## src/hw/ilk_defines.svh

```systemverilog
// Offsets, field positions, reset values and sizes of the level/keypad/pen block.
// Assumes a 16-bit register port with word indices as addresses.
`ifndef ILK_DEFINES_SVH
`define ILK_DEFINES_SVH

`define ILK_ADDR_W          4
`define ILK_DATA_W          16
// Register addresses
`define ILK_OFS_LEVEL_CTRL  4'h0
`define ILK_OFS_CONTROL     4'h1
`define ILK_OFS_STATUS      4'h2
`define ILK_OFS_MASK        4'h3
`define ILK_OFS_RAW         4'h4
// Level field positions in the level control register
`define ILK_LVL_TIMER_LSB   12
`define ILK_LVL_SERIAL_LSB  8
`define ILK_LVL_PULSE_LSB   4
`define ILK_LVL_SPI_LSB     0
// Reset value: timer 3, serial 5, pulse 3, spi 6
`define ILK_LEVEL_CTRL_RST  16'h3536
`define ILK_LEVEL_CTRL_MASK 16'h7777
// Control register bits
`define ILK_CTL_PEN_POL     0
`define ILK_CTL_PEN_BOTH    1
`define ILK_CONTROL_RST     16'h0000
`define ILK_CONTROL_WMASK   16'h0003
// Status bit positions
`define ILK_ST_TIMER        0
`define ILK_ST_SERIAL       1
`define ILK_ST_PULSE        2
`define ILK_ST_SPI          3
`define ILK_ST_KEY          4
`define ILK_ST_PEN          5
`define ILK_ST_EXT0         6
`define ILK_N_EVENTS        10
`define ILK_N_EXT           4
`define ILK_MASK_RST        16'h0000
`define ILK_EVENT_WMASK     16'h03ff
`define ILK_STATUS_RST      16'h0000
// External pins idle high
`define ILK_EXT_IDLE        4'hf
// Fixed levels
`define ILK_PEN_LEVEL       3'h5
`define ILK_KEY_LEVEL       3'h4
`define ILK_N_KEYS          8

`endif

```

## src/hw/ilk_pkg.sv

```systemverilog
// Types of the level/keypad/pen interrupt block.
// Assumes ilk_defines.svh is compiled alongside.
package ilk_pkg;

   // Register port request
   typedef struct packed {
      logic [3:0]  addr;
      logic [15:0] wdata;
      logic        wr;
      logic        rd;
   } ilk_bus_req_type;

   // Request presented to the core
   typedef struct packed {
      logic       valid;
      logic [2:0] level;
   } ilk_core_req_type;

endpackage

```

## src/hw/ilk_top.sv

```systemverilog
// Interrupt level, keypad wake and pen interrupt block with register port.
// Assumes a single 25 MHz clock; key and pen pins are asynchronous and synchronised here.
// Assumes peripheral requests, external edge modes and core sleep state come from clk logic.
// Assumes software keeps every level field away from 000 and 111.
// Core level, valid, wake and interrupt outputs are registered.
// Read data stands one cycle after the read strobe and reads zero otherwise.
//
// The register addresses and the strobed register port were decided locally.
`timescale 1ns/10ps
`include "ilk_defines.svh"
module ilk_top (
   input  wire logic        clk,
   input  wire logic        rst_b,
   // Register port
   input  wire logic [3:0]  reg_addr,
   input  wire logic [15:0] reg_wdata,
   input  wire logic        reg_wr,
   input  wire logic        reg_rd,
   output logic      [15:0] reg_rdata,
   // Peripheral requests, same clock, active high
   input  wire logic        second_timer_request,
   input  wire logic        second_serial_request,
   input  wire logic        second_pulse_request,
   input  wire logic        serial_periph_request,
   // Pins, asynchronous; keys active low, pen active low unless its polarity bit is set
   input  wire logic [7:0]  key_line_b,
   input  wire logic        pen_request_pin,
   // Same-clock configuration and core state
   input  wire logic [3:0]  ext_edge_mode,
   input  wire logic        core_asleep,
   // Outputs
   output logic             pen_pullup_en,
   output logic             core_wake,
   output logic [2:0]       core_level,
   output logic             core_req_valid,
   output logic             irq_out
);

   logic [15:0] level_ctrl_reg;
   logic [15:0] control_reg;
   logic [15:0] status_reg;
   logic [15:0] status_next;
   logic [15:0] mask_reg;
   logic [7:0]  key_sync;
   logic        pen_sync;
   logic        pen_prev_reg;
   logic        key_prev_reg;
   logic [3:0]  ext_prev_reg;
   logic [3:0]  ext_fall;
   logic [15:0] rdata_next;
   logic [9:0]  event_vec;
   logic        key_any;
   logic        pen_active;
   logic        pen_edge;
   logic        wr_level;
   logic        wr_ctrl;
   logic        wr_status;
   logic        wr_mask;
   logic [2:0]  lvl_timer;
   logic [2:0]  lvl_serial;
   logic [2:0]  lvl_pulse;
   logic [2:0]  lvl_spi;
   logic [2:0]  best_level;
   ilk_pkg::ilk_bus_req_type  bus;
   ilk_pkg::ilk_core_req_type core_next;

   // Bundle the register port, one driver for the whole struct
   assign bus = '{addr: reg_addr, wdata: reg_wdata, wr: reg_wr, rd: reg_rd};

   // Key lines double as level request pins; key lines 0 to 3 also serve as the external interrupt pins
   ilk_sync #(
      .WIDTH   (8),
      .RST_VAL (8'hff)
   ) u_key_sync (
      .clk   (clk),
      .rst_b (rst_b),
      .d     (key_line_b),
      .q     (key_sync)
   );

   // Pen pin idles high through its pull-up
   ilk_sync #(
      .WIDTH   (1),
      .RST_VAL (1'h1)
   ) u_pen_sync (
      .clk   (clk),
      .rst_b (rst_b),
      .d     (pen_request_pin),
      .q     (pen_sync)
   );

   // Pen pin keeps its pull-up enabled
   assign pen_pullup_en = 1'b1;

   // Write decodes
   assign wr_level  = bus.wr && (bus.addr == `ILK_OFS_LEVEL_CTRL);
   assign wr_ctrl   = bus.wr && (bus.addr == `ILK_OFS_CONTROL);
   assign wr_status = bus.wr && (bus.addr == `ILK_OFS_STATUS);
   assign wr_mask   = bus.wr && (bus.addr == `ILK_OFS_MASK);

   // Level control register, reserved bits kept zero
   always_ff @(posedge clk or negedge rst_b) begin
      if (!rst_b) begin
         level_ctrl_reg <= `ILK_LEVEL_CTRL_RST;
      end else if (wr_level) begin
         level_ctrl_reg <= bus.wdata & `ILK_LEVEL_CTRL_MASK;
      end
   end

   // Control register: pen polarity and both-edge select
   always_ff @(posedge clk or negedge rst_b) begin
      if (!rst_b) begin
         control_reg <= `ILK_CONTROL_RST;
      end else if (wr_ctrl) begin
         control_reg <= bus.wdata & `ILK_CONTROL_WMASK;
      end
   end

   // Mask register
   always_ff @(posedge clk or negedge rst_b) begin
      if (!rst_b) begin
         mask_reg <= `ILK_MASK_RST;
      end else if (wr_mask) begin
         mask_reg <= bus.wdata & `ILK_EVENT_WMASK;
      end
   end

   // Key request and pen level
   assign key_any    = ~&key_sync;
   assign pen_active = pen_sync ^ ~control_reg[`ILK_CTL_PEN_POL];

   // Previous pen level; reset matches the inactive level
   always_ff @(posedge clk or negedge rst_b) begin
      if (!rst_b) begin
         pen_prev_reg <= 1'b0;
      end else begin
         pen_prev_reg <= pen_active;
      end
   end

   // Previous key request; no key is pressed at reset
   always_ff @(posedge clk or negedge rst_b) begin
      if (!rst_b) begin
         key_prev_reg <= 1'b0;
      end else begin
         key_prev_reg <= key_any;
      end
   end

   // Previous external levels; idle high, so no false fall after reset
   always_ff @(posedge clk or negedge rst_b) begin
      if (!rst_b) begin
         ext_prev_reg <= `ILK_EXT_IDLE;
      end else begin
         ext_prev_reg <= key_sync[3:0];
      end
   end

   // Falling edge of each external input
   assign ext_fall = ext_prev_reg & ~key_sync[3:0];

   // Pen-down edge, or either edge when both-edge mode is set
   assign pen_edge = control_reg[`ILK_CTL_PEN_BOTH] ? (pen_active != pen_prev_reg)
                                                     : (pen_active && !pen_prev_reg);

   // Events into status
   always_comb begin
      event_vec[`ILK_ST_TIMER]  = second_timer_request;
      event_vec[`ILK_ST_SERIAL] = second_serial_request;
      event_vec[`ILK_ST_PULSE]  = second_pulse_request;
      event_vec[`ILK_ST_SPI]    = serial_periph_request;
      event_vec[`ILK_ST_KEY]    = key_any && !key_prev_reg;
      event_vec[`ILK_ST_PEN]    = pen_edge;
      for (int i = 0; i < `ILK_N_EXT; i++) begin
         // Edge mode sets on a fall; level mode follows the low pin
         event_vec[`ILK_ST_EXT0 + i] = ext_edge_mode[i] ? ext_fall[i] : !key_sync[i];
      end
   end

   // Sticky status: set wins over write-one-to-clear
   always_comb begin
      status_next = status_reg;
      if (wr_status) begin
         status_next = status_reg & ~bus.wdata;
      end
      // Level-mode external bits drop once the pin is back high
      for (int i = 0; i < `ILK_N_EXT; i++) begin
         if (!ext_edge_mode[i] && key_sync[i]) begin
            status_next[`ILK_ST_EXT0 + i] = 1'b0;
         end
      end
      status_next[15:10] = 6'h00;
      status_next[9:0]   = status_next[9:0] | event_vec;
   end

   // Status register
   always_ff @(posedge clk or negedge rst_b) begin
      if (!rst_b) begin
         status_reg <= `ILK_STATUS_RST;
      end else begin
         status_reg <= status_next;
      end
   end

   // Level fields
   assign lvl_timer  = level_ctrl_reg[`ILK_LVL_TIMER_LSB  +: 3];
   assign lvl_serial = level_ctrl_reg[`ILK_LVL_SERIAL_LSB +: 3];
   assign lvl_pulse  = level_ctrl_reg[`ILK_LVL_PULSE_LSB  +: 3];
   assign lvl_spi    = level_ctrl_reg[`ILK_LVL_SPI_LSB    +: 3];

   // Keep the higher of a running best and a candidate; 000 and 111 never win
   function automatic logic [2:0] pick(
      input logic [2:0] best,
      input logic       pend,
      input logic [2:0] lvl
   );
      logic ok;
      ok = pend && (lvl != 3'h0) && (lvl != 3'h7);
      pick = (ok && (lvl > best)) ? lvl : best;
   endfunction

   // Highest enabled pending level
   always_comb begin
      logic [15:0] act;
      act = status_reg & mask_reg;
      best_level = 3'h0;
      best_level = pick(best_level, act[`ILK_ST_TIMER],  lvl_timer);
      best_level = pick(best_level, act[`ILK_ST_SERIAL], lvl_serial);
      best_level = pick(best_level, act[`ILK_ST_PULSE],  lvl_pulse);
      best_level = pick(best_level, act[`ILK_ST_SPI],    lvl_spi);
      best_level = pick(best_level, act[`ILK_ST_KEY],    `ILK_KEY_LEVEL);
      best_level = pick(best_level, act[`ILK_ST_PEN],    `ILK_PEN_LEVEL);
      for (int i = 0; i < `ILK_N_EXT; i++) begin
         best_level = pick(best_level, act[`ILK_ST_EXT0 + i], `ILK_KEY_LEVEL);
      end
      core_next.level = best_level;
      core_next.valid = (best_level != 3'h0);
   end

   // Registered core request
   always_ff @(posedge clk or negedge rst_b) begin
      if (!rst_b) begin
         core_level     <= 3'h0;
         core_req_valid <= 1'b0;
      end else begin
         core_level     <= core_next.level;
         core_req_valid <= core_next.valid;
      end
   end

   // Wake a sleeping core on any pressed key
   always_ff @(posedge clk or negedge rst_b) begin
      if (!rst_b) begin
         core_wake <= 1'b0;
      end else begin
         core_wake <= core_asleep && key_any;
      end
   end

   // Level interrupt, same timing as the status register
   always_ff @(posedge clk or negedge rst_b) begin
      if (!rst_b) begin
         irq_out <= 1'b0;
      end else begin
         irq_out <= |(status_next[9:0] & mask_reg[9:0]);
      end
   end

   // Read mux; unmapped addresses and idle cycles read zero
   always_comb begin
      rdata_next = 16'h0000;
      if (bus.rd) begin
         unique case (bus.addr)
            `ILK_OFS_LEVEL_CTRL: rdata_next = level_ctrl_reg;
            `ILK_OFS_CONTROL:    rdata_next = control_reg;
            `ILK_OFS_STATUS:     rdata_next = status_reg;
            `ILK_OFS_MASK:       rdata_next = mask_reg;
            `ILK_OFS_RAW:        rdata_next = {6'h00, pen_sync, key_any, key_sync};
            default:             rdata_next = 16'h0000;
         endcase
      end
   end

   // Read data one cycle after the strobe
   always_ff @(posedge clk or negedge rst_b) begin
      if (!rst_b) begin
         reg_rdata <= 16'h0000;
      end else begin
         reg_rdata <= rdata_next;
      end
   end

endmodule

```

## src/hw/ilk_sync.sv

```systemverilog
// Two-flop synchroniser, parameterised in width.
// Assumes inputs come from pins outside the clk domain.
`timescale 1ns/10ps
module ilk_sync #(
   parameter int WIDTH = 1,
   parameter logic [WIDTH-1:0] RST_VAL = '0
) (
   input  wire logic             clk,
   input  wire logic             rst_b,
   input  wire logic [WIDTH-1:0] d,
   output logic      [WIDTH-1:0] q
);

   logic [WIDTH-1:0] first_reg;

   // First stage feeds only the second
   always_ff @(posedge clk or negedge rst_b) begin
      if (!rst_b) begin
         first_reg <= RST_VAL;
         q         <= RST_VAL;
      end else begin
         first_reg <= d;
         q         <= first_reg;
      end
   end

endmodule

```

## config.mk

```make
export PLATFORM = sky130hd
export DESIGN_NAME = ilk_top
export DESIGN_NICKNAME = d
export VERILOG_FILES = /design/src/hw/ilk_pkg.sv /design/src/hw/ilk_top.sv /design/src/hw/ilk_sync.sv
export VERILOG_INCLUDE_DIRS = /design/src /design/src/hw
export SDC_FILE = /design/constraint.sdc
export NUM_CORES = 1
export LEC_CHECK = 0
export BUFFER_PORTS_ARGS = -buffer_cell sky130_fd_sc_hd__buf_2
export CAP_MARGIN = 40
export CORE_ASPECT_RATIO = 1.75
export CORE_MARGIN = 3
export CORE_UTILIZATION = 45
export DETAILED_ROUTE_END_ITERATION = 7
export PLACE_DENSITY = 0.67
export SETUP_SLACK_MARGIN = 0.3
export SKIP_CTS_REPAIR_TIMING = 1
export SLEW_MARGIN = 20
export SYNTH_ARGS = -nofsm -noshare
export SYNTH_HDL_FRONTEND = slang
export SYNTH_SLANG_ARGS = --single-unit
```

## constraint.sdc

```tcl
create_clock -name clk -period 7.24 [get_ports clk]
set_input_delay 1.086 -clock clk [delete_from_list [all_inputs] [get_ports clk]]
set_output_delay 1.086 -clock clk [all_outputs]
set_load 0.005 [all_outputs]
```

==> reports/metrics.csv <==
metric,value,unit
Period minus WS final,5.151,ns
Max Fanout on Critical Path,10,
# diodes,0,
global-route wire length before repair,13080,um
die area,0.008838,sq mm
CTS max path bufs,2,
Port Buffers,59,
"Area growth, synth to finish",22.08,%
TritonRoute pass-1 iters,5,
GRT overflow,0,
CTS tree,done,
"setup slack, reg-to-reg",2.09,ns
post-synthesis register bit count,78,
sequential element share of the synthesized area,57.36,%
H-Tree Depth,3,
vias per cell,5.775,
FF-to-FF path depth,23,
worst hold path class,flip-flop to flip-flop,
hold path start,u_pen_sync.first_reg,
Least-Margin Pin Slew,0.6344,ns
hold path cells,0,
"slowest stage delay, CP",0.48,ns
Num CTS Buffers,9,
clock sinks,78,
Slew HR,57.60,%
Synth warnings,0,
CTS root buf,clkbuf_16,
core box area,0.007336,sq mm
number of flops mapped to enable cells by yosys,0,
Post-route DRC,0,
Hold Path End,u_pen_sync.q,
maximum vdd drop,183.7,uV
fin crit share,71.14,%
crit path cell chain,"and2_1, and3_1, inv_1, ha_1, inv_1, o21ai_4, nand3_1, mux2i_1, inv_1, ha_1, nor2_1, a41o_1, a22oi_1, o211a_1, or3_2, and2_1, ha_1, a31oi_1, o2111ai_2, nor2_1, nor2_1, a31oi_1, o2111ai_1",
worst flop-to-flop path endpoint,core_req_valid,
Setup TNS,0,ns
unrepaired setup endpoints after global routing,no,
Worst setup EP type,flip-flop,
Critical Path RT,7.44,ns
critical path's slowest cell,or3_2,
Die Wd,72.37,um
Final ANT Viol Nets,0,
largest net degree at the start of global routing,54,
most frequent cell after synthesis,dfrtp_1,
GR Util All Layers,20.28,%
status,finished clean,
number of global-route vias before repair,2670,
drt wl/cell,18.11,um
final setup fails,0,
max cap viols,0,
Worst EP arrival,5.35,ns
vias,2645,
Cells after Synth,301,
top_reg_cell synth,dfrtp_1,
share of layout cells above drive strength 1,38.17,%
I/O Pins,65,
P per Cell Area,326.2,mW/mm^2
Initial Util,47.28,%
max frequency,0.1942,GHz
nets,417,
Leakage,1.904,nW
initial antenna violation count,0,
dominant cells by area after synthesis,"dfrtp_1 (35%), dfstp_2 (23%), mux2_2 (7.8%)",
clock skew,0.006141,ns
DP HPWL,6060,um
GP Congestion,0.8385,
Total Wirelength,8293,um
clock-pin slew on the worst setup and hold paths,0.06,ns
"top cells by count, synth","dfrtp_1 (48), nand2_1 (37), dfstp_2 (30)",
max reg flops,14,
ys async rst share,100.0,%
final-report hold violation count,0,
row count,41,
DRT iter0 DRCs,166,
syn avg cell area,11.52,sq um
Worst setup SP type,flip-flop,
latest clock arrival within the worst-skew pair,0.33,ns
cell taking the most area after synthesis,dfrtp_1,
Design Power,0.001381,W
"Slew Viols, Final",0,
post-synth cell types,48,
share of Yosys cell area claimed by the top area cell type,34.63,%
critical path class,flip-flop to flip-flop,
Die Height,122.1,um
r2r startpoint,mask_reg[0],
mapped cell area,0.003468,sq mm
## critical path: cells and delay by family (launching register included)
family	cells	cell delay, ns
and+or+nand+nor	8	1.64
DFF	1	0.39
buffers and inverters	3	0.22
AOI/OAI and AO/OA	8	1.64
adders and majority gates	3	0.87
muxes	1	0.24
## cell usage in the layout, fill, tap and decap left out, types with 10 or more instances in the layout
cell type	instances
buf_2	58
dfrtp_1	48
nand2_1	37
dfstp_2	30
mux2_2	24
nor2_1	21
a21oi_1	14
inv_1	11
o21ai_0	11
nand3_1	10
a222oi_1	10
## stage by stage
stage	cell area, sq um	hold slack [ns]	std cells	setup WS (ns)	utilization [%]
finish	4234	0.3540	458	2.089	57.72
global route	4234	0.3573	458	1.682	57.72
CTS	4234	0.3543	458	2.093	57.72
detailed placement	3884	0.3468	442	2.113	52.94
global placement	3849	0.3456	440	2.211	52.46
floorplan	3472	0.3452	302	2.664	-
## worst max path at each step
stage                             from        endpoint  slack, ns  cells after the start
finish                     mask_reg[0]  core_req_valid       2.09                     23
global placement           mask_reg[0]  core_req_valid       2.21                     23
floorplan           level_ctrl_reg[13]  core_req_valid       2.66                     22
detailed placement         mask_reg[0]  core_req_valid       2.11                     23
CTS                        mask_reg[0]  core_req_valid       2.09                     23
global route               mask_reg[0]  core_req_valid       1.68                     22
## report_power, final
part	switching [W]	total (W)	leakage, nW	internal, W
combinational	0.000164	0.000300	0.840	0.000137
clock	0.000165	0.000521	0.170	0.000356
sequential	0.0000570	0.000560	0.894	0.000503
total	0.000386	0.00138	1.90	0.000995
## layer usage
layer / GRT usage (%) / part of all wire (%) / vias up
met5: 0 / 0 / -
met1: 19.80 / 34 / 1290
met2: 37.84 / 56 / 104
met3: 4.459 / 5.7 / 25
met4: 11.53 / 3.8 / 0
li1: - / - / 1226
## cells by family after synthesis
logic type | Yosys count | synth area share (%)
AO/OA/AOI/OAI | 67 | 15.04
XOR/XNOR | 1 | 0.2526
adder cells (fa/ha/maj) | 8 | 2.886
buffers and inverters | 21 | 2.670
flip-flops | 78 | 57.36
multiplexers | 25 | 8.081
other | 2 | 0.2165
AND/OR/NAND/NOR | 99 | 13.49
## final cells by class
type                            count  area, sq um
Fill cell                         623         3102
Sequential cell                    78         1989
Multi-Input combinational cell    203         1390
Timing Repair Buffer               64        355.3
Clock buffer                       13        260.3
Tap cell                           86        107.6
Clock inverter                      3        90.09
Inverter                           11        41.29
No activity file was read; power rests on OpenSTA's default activity.
